===== src/pkg/adc_ctrl_pkg.sv =====
// Constants shared by the converter control block and its result FIFO
package adc_ctrl_pkg;
   // ----------------------------------------------------------------
   // Word widths
   // ----------------------------------------------------------------
   localparam int SETUP_W  = 14;
   localparam int RESULT_W = 16;
   localparam int SHIFT_W  = RESULT_W + SETUP_W;
   localparam int FIFO_DEPTH = 8;

   // ----------------------------------------------------------------
   // Setup word fields
   // ----------------------------------------------------------------
   localparam int UPDATE_BIT    = 13;
   localparam int BW_BIT        = 6;
   localparam int REF_HI        = 5;
   localparam int REF_LO        = 3;
   localparam int SCAN_HI       = 2;
   localparam int SCAN_LO       = 1;
   localparam int READBACK_BIT  = 0;
   localparam logic [SETUP_W-1:0] SETUP_DEFAULT = 14'h3fff;

   // Voltage source codes
   localparam logic [2:0] REF_UNUSED      = 3'h0;
   localparam logic [2:0] REF_INT_4V096   = 3'h1;
   localparam logic [2:0] REF_EXT_TEMP    = 3'h2;
   localparam logic [2:0] REF_EXTBUF_TEMP = 3'h3;
   localparam logic [2:0] REF_EXT         = 3'h6;
   localparam logic [2:0] REF_EXTBUF      = 3'h7;

   // Scan mode codes
   localparam logic [1:0] SCAN_OFF      = 2'h0;
   localparam logic [1:0] SCAN_UPDATE   = 2'h1;
   localparam logic [1:0] SCAN_TEMP     = 2'h2;
   localparam logic [1:0] SCAN_CHANNELS = 2'h3;

   // ----------------------------------------------------------------
   // Serial counts and timing
   // ----------------------------------------------------------------
   localparam logic [4:0] RESULT_EDGES   = 5'h10;
   localparam logic [4:0] READBACK_EDGES = 5'h1e;
   localparam logic [3:0] SETUP_EDGES    = 4'he;
   localparam int CLK_PERIOD_NS       = 10;
   localparam int CONVERSION_TIME_NS  = 1600;
   localparam int CONV_CYCLES_INT =
      (CONVERSION_TIME_NS + CLK_PERIOD_NS - 1) / CLK_PERIOD_NS;
   localparam logic [11:0] CONV_CYCLES = 12'(CONV_CYCLES_INT);
endpackage


===== src/pkg/stream_if.sv =====
// Valid/ready word stream between the control block and its FIFO
`timescale 1ns/1ps
interface stream_if;
   logic                 valid;
   logic                 ready;
   logic [15:0]          data;
   modport src (output valid, output data, input ready);
   modport snk (input valid, input data, output ready);
endinterface


===== src/rtl/result_fifo.sv =====
// Parameterised FIFO holding converter results ahead of the shifter
`timescale 1ns/1ps
module result_fifo #(
   parameter int WIDTH = 16,
   parameter int DEPTH = 8
) (
   // Clock and reset
   input wire logic clk,
   input wire logic rst_b,
   // Fill side
   stream_if.snk    fill,
   // Drain side
   stream_if.src    drain
);
   localparam int AW = $clog2(DEPTH);

   logic [WIDTH-1:0] mem [DEPTH];
   logic [AW-1:0]    wr_ptr_q;
   logic [AW-1:0]    rd_ptr_q;
   logic [AW:0]      count_q;
   logic             push;
   logic             pop;

   assign fill.ready  = (count_q != (AW+1)'(DEPTH));
   assign drain.valid = (count_q != '0);
   assign drain.data  = mem[rd_ptr_q];
   assign push        = fill.valid & fill.ready;
   assign pop         = drain.valid & drain.ready;

   always_ff @(posedge clk) begin
      if (push) begin
         mem[wr_ptr_q] <= fill.data;
      end
   end

   always_ff @(posedge clk or negedge rst_b) begin
      if (!rst_b) begin
         wr_ptr_q <= '0;
         rd_ptr_q <= '0;
         count_q  <= '0;
      end else begin
         if (push) begin
            wr_ptr_q <= AW'((wr_ptr_q + 1'b1) % DEPTH);
         end
         if (pop) begin
            rd_ptr_q <= AW'((rd_ptr_q + 1'b1) % DEPTH);
         end
         if (push && !pop) begin
            count_q <= count_q + 1'b1;
         end else if (pop && !push) begin
            count_q <= count_q - 1'b1;
         end
      end
   end
endmodule // result_fifo


===== src/rtl/adc_setup_word_and_readout.sv =====
// Setup word capture, field decode and serial result readout
//
// Function
// - Bit 6 low selects quarter filter bandwidth
// - Bits 5:3 decode reference and sensor
// - Bits 2:1 decode channel scan mode
// - Bit 0 low appends setup after result
// - Strobe high at end disables busy
// - Partial setup word discarded at end
// - Unread result dropped, oldest queued result (or last one if FIFO empty) reloaded MSB
// - Strobe fall after end drives MSB
// - Each falling clock edge advances one bit
// - Release after 16, or 30 with readback
// - Setup captured MSB first, 14 rising edges
// - Bit 13 gates overwriting stored setup
// - New setup applied at conversion end
// - Data input high loads all ones
`timescale 1ns/1ps
module adc_setup_word_and_readout
   import adc_ctrl_pkg::*;
(
   // Clock and reset
   input  wire logic                        REF_CLK,
   input  wire logic                        RST_B,
   // Serial pins
   input  wire logic                        CONVERT_STROBE,
   input  wire logic                        SCK,
   input  wire logic                        DIN,
   output      logic                        SDO,
   output      logic                        SDO_OE,
   // Results from the converter core
   input  wire logic                        RESULT_VALID,
   input  wire logic [adc_ctrl_pkg::RESULT_W-1:0] RESULT_DATA,
   output      logic                        RESULT_READY,
   // Setup in effect and its decode
   output      logic [adc_ctrl_pkg::SETUP_W-1:0]  SETUP_WORD,
   output      logic                        FILTER_QUARTER_BW,
   output      logic                        INT_REF_EN,
   output      logic                        REF_BUF_EN,
   output      logic                        TEMP_SENSOR_EN,
   output      logic                        REF_CODE_UNSUPPORTED,
   output      logic                        SCAN_EN,
   output      logic                        SCAN_UPDATE_EN,
   output      logic                        SCAN_TEMP_EN,
   // Conversion status
   output      logic                        CONVERTING,
   output      logic                        EOC_PULSE,
   output      logic                        BUSY_IND_DISABLE
);
   import adc_ctrl_pkg::*;

   // ----------------------------------------------------------------
   // Pin synchronisers and edge detect
   // ----------------------------------------------------------------
   logic [2:0] cnv_sync_q;
   logic [2:0] sck_sync_q;
   logic [1:0] din_sync_q;
   logic       convert_strobe;
   logic       cnv_rise;
   logic       sck_rise;
   logic       sck_fall;
   logic       din;

   always_ff @(posedge REF_CLK or negedge RST_B) begin
      if (!RST_B) begin
         cnv_sync_q <= 3'h0;
         sck_sync_q <= 3'h0;
         din_sync_q <= 2'h0;
      end else begin
         cnv_sync_q <= {cnv_sync_q[1:0], CONVERT_STROBE};
         sck_sync_q <= {sck_sync_q[1:0], SCK};
         din_sync_q <= {din_sync_q[0], DIN};
      end
   end

   assign convert_strobe      = cnv_sync_q[1];
   assign cnv_rise = cnv_sync_q[1] & ~cnv_sync_q[2];
   assign sck_rise = sck_sync_q[1] & ~sck_sync_q[2];
   assign sck_fall = ~sck_sync_q[1] & sck_sync_q[2];
   assign din      = din_sync_q[1];

   // ----------------------------------------------------------------
   // Conversion timing
   // ----------------------------------------------------------------
   typedef enum logic [1:0] {
      ST_ACQUIRE = 2'b01,
      ST_CONVERT = 2'b10
   } conv_state_e;

   conv_state_e state_q;
   logic [11:0] conv_cnt_q;
   logic        eoc;

   assign eoc = (state_q == ST_CONVERT) && (conv_cnt_q == 12'h001);

   always_ff @(posedge REF_CLK or negedge RST_B) begin
      if (!RST_B) begin
         state_q    <= ST_ACQUIRE;
         conv_cnt_q <= 12'h000;
      end else begin
         case (state_q)
            ST_ACQUIRE: begin
               if (cnv_rise) begin
                  state_q    <= ST_CONVERT;
                  conv_cnt_q <= CONV_CYCLES;
               end
            end
            ST_CONVERT: begin
               // Runs to completion whatever the strobe does
               conv_cnt_q <= conv_cnt_q - 12'h001;
               if (eoc) begin
                  state_q <= ST_ACQUIRE;
               end
            end
            default: begin
               state_q    <= ST_ACQUIRE;
               conv_cnt_q <= 12'h000;
            end
         endcase
      end
   end

   always_ff @(posedge REF_CLK or negedge RST_B) begin
      if (!RST_B) begin
         EOC_PULSE        <= 1'b0;
         CONVERTING       <= 1'b0;
         BUSY_IND_DISABLE <= 1'b1;
      end else begin
         EOC_PULSE  <= eoc;
         CONVERTING <= (state_q == ST_CONVERT) && !eoc;
         if (eoc) begin
            BUSY_IND_DISABLE <= convert_strobe;
         end
      end
   end

   // ----------------------------------------------------------------
   // Setup word capture
   // ----------------------------------------------------------------
   logic [SETUP_W-1:0] rx_q;
   logic [3:0]         rx_cnt_q;
   logic [SETUP_W-1:0] setup_q;

   always_ff @(posedge REF_CLK or negedge RST_B) begin
      if (!RST_B) begin
         rx_q     <= '0;
         rx_cnt_q <= 4'h0;
      end else if (eoc) begin
         rx_cnt_q <= 4'h0;
      end else if (sck_rise && !convert_strobe && state_q == ST_ACQUIRE
                   && rx_cnt_q != SETUP_EDGES) begin
         rx_q     <= {rx_q[SETUP_W-2:0], din};
         rx_cnt_q <= rx_cnt_q + 4'h1;
      end
   end

   // Reset value equals the all-ones word a high data input loads
   always_ff @(posedge REF_CLK or negedge RST_B) begin
      if (!RST_B) begin
         setup_q <= SETUP_DEFAULT;
      end else if (eoc && rx_cnt_q == SETUP_EDGES
                   && rx_q[UPDATE_BIT]) begin
         setup_q <= rx_q;
      end
   end

   // ----------------------------------------------------------------
   // Field decode
   // ----------------------------------------------------------------
   logic [2:0] ref_code;
   logic [1:0] scan_code;

   assign ref_code  = setup_q[REF_HI:REF_LO];
   assign scan_code = setup_q[SCAN_HI:SCAN_LO];

   always_ff @(posedge REF_CLK or negedge RST_B) begin
      if (!RST_B) begin
         SETUP_WORD        <= SETUP_DEFAULT;
         FILTER_QUARTER_BW <= 1'b0;
      end else begin
         SETUP_WORD        <= setup_q;
         FILTER_QUARTER_BW <= ~setup_q[BW_BIT];
      end
   end

   always_ff @(posedge REF_CLK or negedge RST_B) begin
      if (!RST_B) begin
         INT_REF_EN           <= 1'b0;
         REF_BUF_EN           <= 1'b1;
         TEMP_SENSOR_EN       <= 1'b0;
         REF_CODE_UNSUPPORTED <= 1'b0;
      end else begin
         INT_REF_EN           <= 1'b0;
         REF_BUF_EN           <= 1'b0;
         TEMP_SENSOR_EN       <= 1'b0;
         REF_CODE_UNSUPPORTED <= 1'b0;
         case (ref_code)
            REF_INT_4V096: begin
               INT_REF_EN <= 1'b1;
               REF_BUF_EN <= 1'b1;
            end
            REF_EXT_TEMP: begin
               TEMP_SENSOR_EN <= 1'b1;
            end
            REF_EXTBUF_TEMP: begin
               REF_BUF_EN     <= 1'b1;
               TEMP_SENSOR_EN <= 1'b1;
            end
            REF_EXT: begin
            end
            REF_EXTBUF: begin
               REF_BUF_EN <= 1'b1;
            end
            REF_UNUSED: begin
            end
            default: begin
               REF_CODE_UNSUPPORTED <= 1'b1;
            end
         endcase
      end
   end

   always_ff @(posedge REF_CLK or negedge RST_B) begin
      if (!RST_B) begin
         SCAN_EN        <= 1'b1;
         SCAN_UPDATE_EN <= 1'b0;
         SCAN_TEMP_EN   <= 1'b0;
      end else begin
         case (scan_code)
            SCAN_OFF: begin
               SCAN_EN        <= 1'b0;
               SCAN_UPDATE_EN <= 1'b0;
               SCAN_TEMP_EN   <= 1'b0;
            end
            SCAN_UPDATE: begin
               SCAN_EN        <= 1'b1;
               SCAN_UPDATE_EN <= 1'b1;
               SCAN_TEMP_EN   <= 1'b0;
            end
            SCAN_TEMP: begin
               SCAN_EN        <= 1'b1;
               SCAN_UPDATE_EN <= 1'b0;
               SCAN_TEMP_EN   <= 1'b1;
            end
            default: begin
               SCAN_EN        <= 1'b1;
               SCAN_UPDATE_EN <= 1'b0;
               SCAN_TEMP_EN   <= 1'b0;
            end
         endcase
      end
   end

   // ----------------------------------------------------------------
   // Result buffering
   // ----------------------------------------------------------------
   stream_if fill_s ();
   stream_if drain_s ();

   assign fill_s.valid  = RESULT_VALID;
   assign fill_s.data   = RESULT_DATA;
   assign RESULT_READY  = fill_s.ready;
   assign drain_s.ready = eoc;

   result_fifo #(
      .WIDTH (RESULT_W),
      .DEPTH (FIFO_DEPTH)
   ) u_fifo (
      .clk   (REF_CLK),
      .rst_b (RST_B),
      .fill  (fill_s),
      .drain (drain_s)
   );

   // ----------------------------------------------------------------
   // Serial readout
   // ----------------------------------------------------------------
   logic [SHIFT_W-1:0]  shift_q;
   logic [RESULT_W-1:0] last_result_q;
   logic [RESULT_W-1:0] new_result;
   logic [4:0]          bit_cnt_q;
   logic [4:0]          bit_limit_q;
   logic                armed_q;

   assign new_result = drain_s.valid ? drain_s.data : last_result_q;

   always_ff @(posedge REF_CLK or negedge RST_B) begin
      if (!RST_B) begin
         shift_q       <= '0;
         last_result_q <= '0;
         bit_cnt_q     <= 5'h00;
         bit_limit_q   <= RESULT_EDGES;
         armed_q       <= 1'b0;
      end else if (eoc) begin
         // Unread bits are lost; reload oldest queued result (last one if FIFO empty) from the top
         shift_q       <= {new_result, setup_q};
         last_result_q <= new_result;
         bit_cnt_q     <= 5'h00;
         bit_limit_q   <= setup_q[READBACK_BIT] ? RESULT_EDGES
                                                : READBACK_EDGES;
         armed_q       <= 1'b1;
      end else if (cnv_rise) begin
         armed_q <= 1'b0;
      end else if (sck_fall && SDO_OE) begin
         shift_q   <= {shift_q[SHIFT_W-2:0], 1'b0};
         bit_cnt_q <= bit_cnt_q + 5'h01;
      end
   end

   always_ff @(posedge REF_CLK or negedge RST_B) begin
      if (!RST_B) begin
         SDO    <= 1'b0;
         SDO_OE <= 1'b0;
      end else begin
         SDO    <= (sck_fall && SDO_OE) ? shift_q[SHIFT_W-2]
                                        : shift_q[SHIFT_W-1];
         SDO_OE <= armed_q && !convert_strobe && !eoc && !cnv_rise
                   && !(sck_fall && SDO_OE
                        && bit_cnt_q + 5'h01 == bit_limit_q)
                   && bit_cnt_q != bit_limit_q;
      end
   end
endmodule // adc_setup_word_and_readout


===== config.mk =====
export PLATFORM = sky130hd
export DESIGN_NAME = adc_setup_word_and_readout
export DESIGN_NICKNAME = d
export VERILOG_FILES = /design/src/pkg/adc_ctrl_pkg.sv /design/src/pkg/stream_if.sv /design/src/rtl/result_fifo.sv /design/src/rtl/adc_setup_word_and_readout.sv
export SDC_FILE = /design/constraint.sdc
export NUM_CORES = 1
export LEC_CHECK = 0
export BUFFER_PORTS_ARGS = -buffer_cell sky130_fd_sc_hd__buf_2
export CAP_MARGIN = 10
export CORE_MARGIN = 1.5
export CORE_UTILIZATION = 55
export CTS_BUF_LIST = sky130_fd_sc_hd__clkbuf_4 sky130_fd_sc_hd__clkbuf_8
export CTS_CLUSTER_SIZE = 24
export DETAILED_ROUTE_END_ITERATION = 16
export PLACE_DENSITY_LB_ADDON = 0.25
export SETUP_SLACK_MARGIN = 0.05
export SLEW_MARGIN = 20
export SYNTH_ARGS = -nofsm -noshare
export SYNTH_HDL_FRONTEND = slang
export SYNTH_SLANG_ARGS = --single-unit

===== constraint.sdc =====
create_clock -name REF_CLK -period 5.45 [get_ports REF_CLK]
set_input_delay 1.09 -clock REF_CLK [delete_from_list [all_inputs] [get_ports REF_CLK]]
set_output_delay 1.09 -clock REF_CLK [all_outputs]
set_load 0.005 [all_outputs]

==> out/metrics.yaml, run 1 <==
io_pins: 50
post-route-period-util_pct: 58.7
crit_type: "reg -> reg"
ys_async_sr_fraction_pct: 52.9
grt_max_degree: 99
dieArea_mm2: 0.0212
htreeDepth: 2
grt_pass1_wl_mm: 34.1
postCtsHoldBufs: 0
hold_class: "reg -> reg"
globalplace.congestion: 0.839
num_antenna_cells: 0
grt.total_usage_pct: 20.1
p_sw_share_pct: 31.3
cap_violations: 0
clk-insertion-delay-late_ps: 550
viasPerCell: 5.62
fmax_mhz: 312
syn-num-nets: 825
clkSinkCount: 272
io_buffers: 49
postCtsSetupBuffers: 0
post-route-drc-count: 0
synthesis.area_mm2: 0.0112
rows: 51
first_iter_violations: 343
clockRootBuffer: "clkbuf_8"
vias: 6493
p_leak_nw: 5.03
seqPwrFrac_pct: 47.1
die_w_um: 145
seq_area_frac_synth_pct: 67.1
final_layout_size_suffix_gt1_share_pct: 28.1
nets: 892
rsz0062_at_grt: "no"
final-max-slew-violation-count: 0
setup_viol: 0
cts_tree: "built"
ys_ff_latch: 272
wl_per_cell_um: 17.9
power.switching_mw: 1.90
powerDensity_mw_per_mm2: 481
synthTopCellsByCount: "128 x edfxtp_1, 112 x dfrtp_1, 65 x mux2i_1, 52 x o21ai_0, 51 x mux2_2"
core_region_area_mm2: 0.0197
cts_buffers: 45
worst_pin_slew_ps: 1050
finalCoreUtilization_pct: 64.0
yosysMostFrequentCell: "edfxtp_1"
critPathMaxFanout: 20
syn_avg_cell_area_um2: 14.1
synth_cells: 790
synth.area.top_cells: "edfxtp_1 34%, dfrtp_1 25%, dfstp_2 7.5%"
status: "complete, no violations"
drtAntennaViolNets: 0
ys_types: 57
required_ps: 5920
skew_ps: 26.0
synth_area_leader_cell: "edfxtp_1"
setup.worst_path.end_class: "flip-flop"
netlist.area_leader.share_pct: 34.4
die_h_um: 145
ctsResizeCount: 0
arrival_ps: 3670
p_int_mw: 4.17
min_period_ps: 3200
yosysWarningCount: 0
setup_tns_ps: 0
antenna_found_initial: 0
synth_top_flop_cell: "edfxtp_1"
wl_mm: 20.6
area_delta_synth_final_pct: 13.0
path_clk_slew_ps: 60
clk_path_buf_depth: 3
hold_violations: 0
synth-edff-count: 128
grt_overflow: 0
start_kind: "flip-flop"
hpwl_mm: 12.7
initial_utilization_pct: 56.6
p_clk_share_pct: 28.8
grt_pass1_vias: 6623
ir_drop_v: 0.000263
first_pass_iters: 6
slew_headroom_pct: 30.2
p_comb_share_pct: 24.2
[worst max-delay path: stages (launching register included)]
cell      delay [ps]
dfstp_2          540
inv_1             40
ha_1             250
and2_1           190
nand4_1           80
buf_4            230
clkinv_1         120
nand2_2          320
ha_1             230
inv_1            100
ha_1             300
a21o_1           180
a21oi_1          160
mux2i_1          240
xnor2_1          140
[power by group through the flow]
stage	sequential, mW	clock [mW]	combinational, mW
3_5_place_dp	2.89	0	1.46
6_report	2.86	1.75	1.47
5_1_grt	2.91	1.90	1.62
4_1_cts	2.86	1.80	1.46
3_3_place_gp	2.86	0	1.41
2_1_floorplan	2.76	0	1.12
[worst paths after layout]
path,startpoint,endpoint,slack (ps),cells after the start
min in group asynchronous,RST_B,conv_cnt_q[8],630,1
setup reg to reg,state_q[0],u_fifo.count_q[3],2250,14
hold / removal,sck_sync_q[0],sck_sync_q[1],350,0
setup / recovery,state_q[0],u_fifo.count_q[3],2250,14
max in group asynchronous,RST_B,u_fifo.rd_ptr_q[1],3680,2
hold reg to reg,sck_sync_q[0],sck_sync_q[1],350,0
[logic make-up after synthesis]
family	after synthesis	synth area share [%]
XOR/XNOR	17	1.33
multiplexers	127	12.4
AO/OA/AOI/OAI	165	8.90
flip-flops	272	67.1
adder cells (fa/ha/maj)	13	1.52
buffers and inverters	51	2.10
AND/OR/NAND/NOR	145	6.71
[metal layers]
metal  wire length [um]  vias up  GRT usage (%)  part of all wire [%]
met5                  0        -              0                     0
met1               9240     3207           27.4                    45
met4                411        0           6.63                   2.0
li1                   -     3080              -                     -
met3                927       43           3.92                   4.5
met2              10100      163           32.9                    49
[through the flow]
step | setup WS, ps | cells | instance area (um2) | hold slack (ps) | total power, mW
3_5_place_dp | 2230 | 1074 | 11700 | 344 | 4.35
6_report | 2250 | 1156 | 12600 | 347 | 6.07
2_1_floorplan | 2260 | 790 | 11200 | 331 | 3.88
4_1_cts | 2250 | 1155 | 12600 | 355 | 6.12
3_3_place_gp | 2350 | 1074 | 11700 | 344 | 4.28
5_1_grt | 1990 | 1156 | 12600 | 357 | 6.43
[sequential cells by signal (all words and copies together) (netlist names), 2 cells and up]
name / flops
SETUP_WORD: 14
bit_cnt_q: 5
cnv_sync_q: 3
conv_cnt_q: 12
din_sync_q: 2
last_result_q: 16
rx_cnt_q: 4
rx_q: 14
sck_sync_q: 3
setup_q: 14
shift_q: 30
state_q: 2
u_fifo.count_q: 4
u_fifo.mem: 128
u_fifo.rd_ptr_q: 3
u_fifo.wr_ptr_q: 3
[cell usage in the layout (no fill, tap or decap), drive strengths merged, types with 4 or more instances in the layout]
cell,count
a21oi,36
nor3,10
mux2i,65
ha,12
o21ai,65
nand4,5
xor2,7
clkbuf,73
and2,4
a22oi,16
mux2,62
buf,58
dfrtp,112
nand3,8
inv,13
nor4,6
o22ai,16
nor2b,9
xnor2,10
dfstp,32
o22a,16
nand2b,7
edfxtp,128
clkinv,8
nor2,36
nand2,43
[layout make-up]
class                      count  area [um2]
fill                        1473        7100
timing repair buffer          58         332
sequential                   272        7490
clock buffer                  73         861
clock inverter                 8        40.0
inverter                      13        48.8
tap                          265         332
multi-input combinational    467        3510
Note: power is estimated with default switching activity, not from simulation.
==> run 2: changes to the inputs <==
==> constraint.sdc (replaced) <==
create_clock -name REF_CLK -period 3.1 [get_ports REF_CLK]
set_input_delay 0.62 -clock REF_CLK [delete_from_list [all_inputs] [get_ports REF_CLK]]
set_output_delay 0.62 -clock REF_CLK [all_outputs]
set_load 0.005 [all_outputs]
==> run 2 against run 1 <==
  * Die area did not move
  * Maximum frequency rose by 13%
  * Core utilization rose by 0.41 points
  * Wire length rose by 5.1%
  * Total power rose by 75%
  * Worst hold slack got worse by 220 ps
  * Clock skew fell by 3.4 ps
  * Sequential power rose by 73%
  * Count of clock-buffer cells in the layout fell by 9
  * Flip-flop and latch count did not move
  * Critical endpoint unchanged
  * Cell area rose by 0.64%
==> out/metrics.yaml, run 2 (same netlist as run 1, synthesis figures left out) <==
crit_type: "reg -> reg"
skew_ps: 22.6  # -3.38 ps
grt.total_usage_pct: 21.4  # +1.3 points
power_mw: 10.6  # +75%
antenna_found_initial: 0  # unchanged
p_leak_nw: 5.08  # +0.87%
cp.buffers_inverters: 3  # -1
clk_path_buf_depth: 3  # unchanged
grt_pass1_vias: 6898  # +4.2%
fillers: 1458  # -1.0%
die_h_um: 145  # unchanged
io_buffers: 49  # unchanged
setup.worst_path.end_class: "flip-flop"
io_pins: 50  # unchanged
path_clk_slew_ps: 60  # about the same
core_region_area_mm2: 0.0197  # unchanged
required_ps: 3560  # -2360 ps
layout_common_cells: "128 x edfxtp_1, 111 x dfrtp_1, 65 x mux2i_1"
cap_violations: 0  # unchanged
clk-insertion-delay-late_ps: 550  # about the same
place_ws_ps: 281  # -1950 ps
largest_reg_flops: 128  # unchanged
start_kind: "flip-flop"
dieArea_mm2: 0.0212  # unchanged
cts_buffers: 43  # -4.4%
postCtsSetupBuffers: 0  # unchanged
drtAntennaViolNets: 0  # unchanged
multi_input_area_mm2: 0.00349  # -0.68%
grt_overflow: 0  # unchanged
grt_max_degree: 83  # -16%
htreeDepth: 2  # unchanged
wl_mm: 21.7  # +5.1%
area_delta_synth_final_pct: 13.7
path_cells: "inv_1, ha_1, and2_1, nand4_1, clkinv_1, nand2_2, ha_1, inv_1, ha_1, a21o_1, a21oi_1, mux2i_1, xnor2_1"
globalplace.congestion: 0.783  # -6.7%
top_register: "u_fifo.mem"
final_layout_size_suffix_gt1_share_pct: 28.1  # +0.070 points
hold_violations: 0  # unchanged
hpwl_mm: 13.2  # +3.5%
ir_drop_v: 0.000502  # +91%
first_pass_iters: 4  # -2
die_w_um: 145  # unchanged
path_delay_family: "adder cells"
reg_top3: "u_fifo.mem x128, shift_q x30, last_result_q x16"
seq_area_mm2: 0.00749  # unchanged
grt_pass1_wl_mm: 36.0  # +5.7%
cp_common_cell: "ha_1"
nets: 904  # +1.3%
hold_class: "in -> async"
post-route-period-util_pct: 91.3  # +33 points
setup_viol: 0  # unchanged
rsz0062_at_grt: "no"
finalWorstSetupSlack_ps: 271  # -1980 ps
worst_pin_slew_ps: 910  # -138 ps
rows: 51  # unchanged
cp_slowest_cell: "dfstp_2"
viasPerCell: 5.56  # -1.1%
ctsResizeCount: 0  # unchanged
hold-worst-slack_ps: 123  # -224 ps
initial_utilization_pct: 56.6  # unchanged
powerDensity_mw_per_mm2: 835  # +73%
cts_tree: "built"
status: "complete, no violations"
min_period_ps: 2830  # -373 ps
setup_tns_ps: 0  # unchanged
critPathMaxFanout: 6  # -70%
first_iter_violations: 360  # +5.0%
clockRootBuffer: "clkbuf_8"
vias: 6491  # -0.031%
num_antenna_cells: 0  # unchanged
max_stage_delay_ps: 540  # about the same
post-route-drc-count: 0  # unchanged
final-max-slew-violation-count: 0  # unchanged
clkSinkCount: 272  # unchanged
wl_per_cell_um: 18.6  # +4.0%
fmax_mhz: 354  # +13%
arrival_ps: 3290  # -380 ps
slew_headroom_pct: 39.3  # +9.2 points
postCtsHoldBufs: 0  # unchanged
final_common_cell: "edfxtp_1"
## run 2: worst paths after layout
kind / from / endpoint / slack (ps) / cells past startpoint
min in group REF_CLK: DIN / din_sync_q[0] / 200 / 1
hold reg to reg: cnv_sync_q[0] / cnv_sync_q[1] / 350 / 0
setup / recovery: state_q[0] / u_fifo.count_q[3] / 270 / 13
setup reg to reg: state_q[0] / u_fifo.count_q[3] / 270 / 13
hold / removal: RST_B / conv_cnt_q[8] / 120 / 1
max in group asynchronous: RST_B / setup_q[12] / 2230 / 2
## run 2: layout make-up
class / instances / area share (%)
multi-input combinational: 467 / 27.5
inverter: 13 / 0.384
timing repair buffer: 72 / 3.74
clock inverter: 15 / 0.552
clock buffer: 64 / 6.25
tap: 265 / 2.61
sequential: 272 / 59.0
## run 2: power by group
group          switching, mW  internal [mW]  leakage (nW)
registers              0.438           4.50          2.97
clock network           1.33           1.64         0.458
logic                   1.56           1.13          1.65
## run 2: worst reg2reg max path, stage by stage (launching register included)
cell      delay [ps]
dfstp_2          540
inv_1             40
ha_1             250
and2_1           180
nand4_1          180
clkinv_1         140
nand2_2          100
ha_1             160
inv_1            100
ha_1             290
a21o_1           190
a21oi_1          190
mux2i_1          250
xnor2_1          130
## run 2: per-stage QoR
step | cell area (um2) | std cells | util, %
after CTS | 12700 | 1168 | 64.4
after floorplan | 11200 | 790 | -
final | 12700 | 1168 | 64.4
after global routing | 12700 | 1168 | 64.4
after global placement | 11800 | 1089 | 60.0
after detailed placement | 11800 | 1089 | 60.0
## run 2: metal layers
layer  GRT usage [%]  vias up  share of wire (%)
li1                -     3093                  -
met1            27.9     3197                 43
met2            35.8      156                 49
met3            4.23       45                5.0
met4            7.96        0                2.6
met5               0        -                  0
==> run 3: changes to the inputs <==
--- a/config.mk
+++ b/config.mk
@@ -7,8 +7,10 @@
 export LEC_CHECK = 0
 export BUFFER_PORTS_ARGS = -buffer_cell sky130_fd_sc_hd__buf_2
 export CAP_MARGIN = 10
+export CELL_PAD_IN_SITES_DETAIL_PLACEMENT = 1
+export CELL_PAD_IN_SITES_GLOBAL_PLACEMENT = 2
 export CORE_MARGIN = 1.5
-export CORE_UTILIZATION = 55
+export CORE_UTILIZATION = 46
 export CTS_BUF_LIST = sky130_fd_sc_hd__clkbuf_4 sky130_fd_sc_hd__clkbuf_8
 export CTS_CLUSTER_SIZE = 24
 export DETAILED_ROUTE_END_ITERATION = 16
==> run 3 against run 2 <==
  * Maximum frequency rose by 1.6%
  * Total power is 4.2% higher
  * Sequential power rose by 2%
  * Wire length is 14% higher
  * Critical endpoint unchanged
  * Highest routed layer unchanged
==> out/metrics.yaml, run 3 (same netlist as run 1, synthesis figures left out) <==
first_iter_violations: 328  # -8.9%
io_buffers: 49  # unchanged
skew_ps: 21.1  # -1.47 ps
nets: 910  # +0.66%
clockRootBuffer: "clkbuf_8"
initial_utilization_pct: 47.3  # -9.3 points
place_ws_ps: 320  # +39.1 ps
num_antenna_cells: 0  # unchanged
crit_type: "reg -> reg"
grt_max_degree: 72  # -13%
wl_mm: 24.7  # +14%
hold_class: "in -> async"
grt.total_usage_pct: 20.4  # -1.0 points
die_w_um: 159  # +9.2%
setup_tns_ps: 0  # unchanged
slew_headroom_pct: 32.0  # -7.3 points
finalCoreUtilization_pct: 54.5  # -9.8 points
clkSinkCount: 272  # unchanged
htreeDepth: 2  # unchanged
setup_viol: 0  # unchanged
area_delta_synth_final_pct: 15.4
hpwl_mm: 15.4  # +17%
clk-insertion-delay-late_ps: 540  # about the same
grt_pass1_wl_mm: 40.4  # +12%
max_stage_delay_ps: 540  # about the same
seqPwrFrac_pct: 45.5  # -1.1 points
p_sw_share_pct: 31.4  # +0.085 points
setup.worst_path.end_class: "flip-flop"
cts_tree: "built"
final-max-slew-violation-count: 0  # unchanged
cp_slowest_cell: "dfstp_2"
dp.cells: 1146  # +5.2%
antenna_found_initial: 0  # unchanged
grt_overflow: 0  # unchanged
io_pins: 50  # unchanged
cts_buffers: 46  # +7.0%
die_h_um: 159  # +9.2%
vias: 6756  # +4.1%
powerDensity_mw_per_mm2: 858  # +2.8%
postCtsSetupBuffers: 0  # unchanged
fillers: 2355  # +62%
start_kind: "flip-flop"
top_register: "u_fifo.mem"
hold_violations: 0  # unchanged
rows: 56  # +9.8%
p_comb_share_pct: 24.6  # -0.8 points
p_leak_nw: 5.16  # +1.6%
clk_path_buf_depth: 3  # unchanged
power_mw: 11.1  # +4.2%
p_int_mw: 7.58  # +4.1%
path_clk_slew_ps: 70  # about the same
fmax_mhz: 359  # +1.6%
p_clk_share_pct: 29.9  # +1.9 points
route.met2.wl_mm: 12.4  # +17%
rsz0062_at_grt: "no"
path_cells: "inv_1, ha_1, and2_1, nand4_1, clkinv_1, nand2_2, ha_1, inv_1, ha_1, a21o_1, a21oi_1, mux2i_1, xnor2_1"
layout_common_cells: "128 x edfxtp_1, 111 x dfrtp_1, 65 x mux2i_1"
power.switching_mw: 3.48  # +4.5%
post-route-drc-count: 0  # unchanged
post-route-period-util_pct: 89.8  # -1.5 points
required_ps: 3570  # about the same
ir_drop_v: 0.000571  # +14%
finalWorstSetupSlack_ps: 317  # +45.4 ps
wl_met3_um: 972  # -11%
met1_length_mm: 10.5  # +13%
cap_violations: 0  # unchanged
status: "complete, no violations"
globalplace.congestion: 0.815  # +4.0%
reg_top3: "u_fifo.mem x128, shift_q x30, last_result_q x16"
viasPerCell: 5.48  # -1.3%
largest_reg_flops: 128  # unchanged
core_region_area_mm2: 0.0236  # +20%
final_layout_size_suffix_gt1_share_pct: 29.8  # +1.7 points
grt_pass1_vias: 7436  # +7.8%
critPathMaxFanout: 6  # unchanged
wl_per_cell_um: 20.0  # +8.0%
first_pass_iters: 5  # +1
worst_pin_slew_ps: 1010  # +100 ps
ctsResizeCount: 0  # unchanged
min_period_ps: 2780  # -45.4 ps
final_common_cell: "edfxtp_1"
drtAntennaViolNets: 0  # unchanged
postCtsHoldBufs: 0  # unchanged
highest_layer: "met4"
arrival_ps: 3250  # -40 ps
cp_common_cell: "ha_1"
dieArea_mm2: 0.0252  # +19%
finalNonFillerCells: 1232  # +5.5%
## run 3: cell types whose count changed in the layout (fill, tap and decap cells not counted), sizes merged
cell	previous run	this run
clkinv	14	5
clkbuf	64	80
buf	72	75
## run 3: path summary, 6_finish.rpt
kind / start / end / slack (ps) / depth (start not counted)
min: RST_B / sck_sync_q[1] / 90 / 1
max: state_q[0] / u_fifo.count_q[3] / 320 / 13
max reg2reg: state_q[0] / u_fifo.count_q[3] / 320 / 13
min reg2reg: sck_sync_q[0] / sck_sync_q[1] / 340 / 0
max in group asynchronous: RST_B / SETUP_WORD[10] / 2250 / 2
min in group REF_CLK: DIN / din_sync_q[0] / 190 / 1
## run 3: routing by layer
layer	GRT usage (%)	vias up
li1	-	3100
met1	25.0	3452
met2	35.9	153
met3	3.42	51
met4	7.71	0
met5	0	-
## run 3: metrics by stage
step / instance area, um2 / hold slack [ps]
floorplan: 11200 / 324
global placement: 11900 / 335
detailed placement: 11900 / 342
CTS: 12900 / 105
global route: 12900 / 123
finish: 12900 / 92.2
## run 3: critical path, delay by kind of cell, from the launching register on
kind	cells	cell delay, ps
compound gates	2	380
xor+xnor	1	140
fa+ha+maj	3	700
buf+inv	3	270
flops	1	540
mux	1	250
simple gates	3	430
## run 3: layout make-up
type	count	area, um2	area share [%]
timing repair buffer	75	459	3.57
multi-input combinational	467	3490	27.1
clock inverter	6	37.5	0.291
inverter	13	48.8	0.379
sequential	272	7490	58.1
tap	319	399	3.10
clock buffer	80	957	7.43
## run 3: power groups by stage
stage | registers (mW) | logic, mW | clock network [mW]
6_report | 5.03 | 2.71 | 3.31
5_1_grt | 5.12 | 3.01 | 3.55
4_1_cts | 5.04 | 2.75 | 3.39
3_5_place_dp | 5.10 | 2.73 | 0
3_3_place_gp | 5.04 | 2.60 | 0
2_1_floorplan | 4.86 | 1.97 | 0
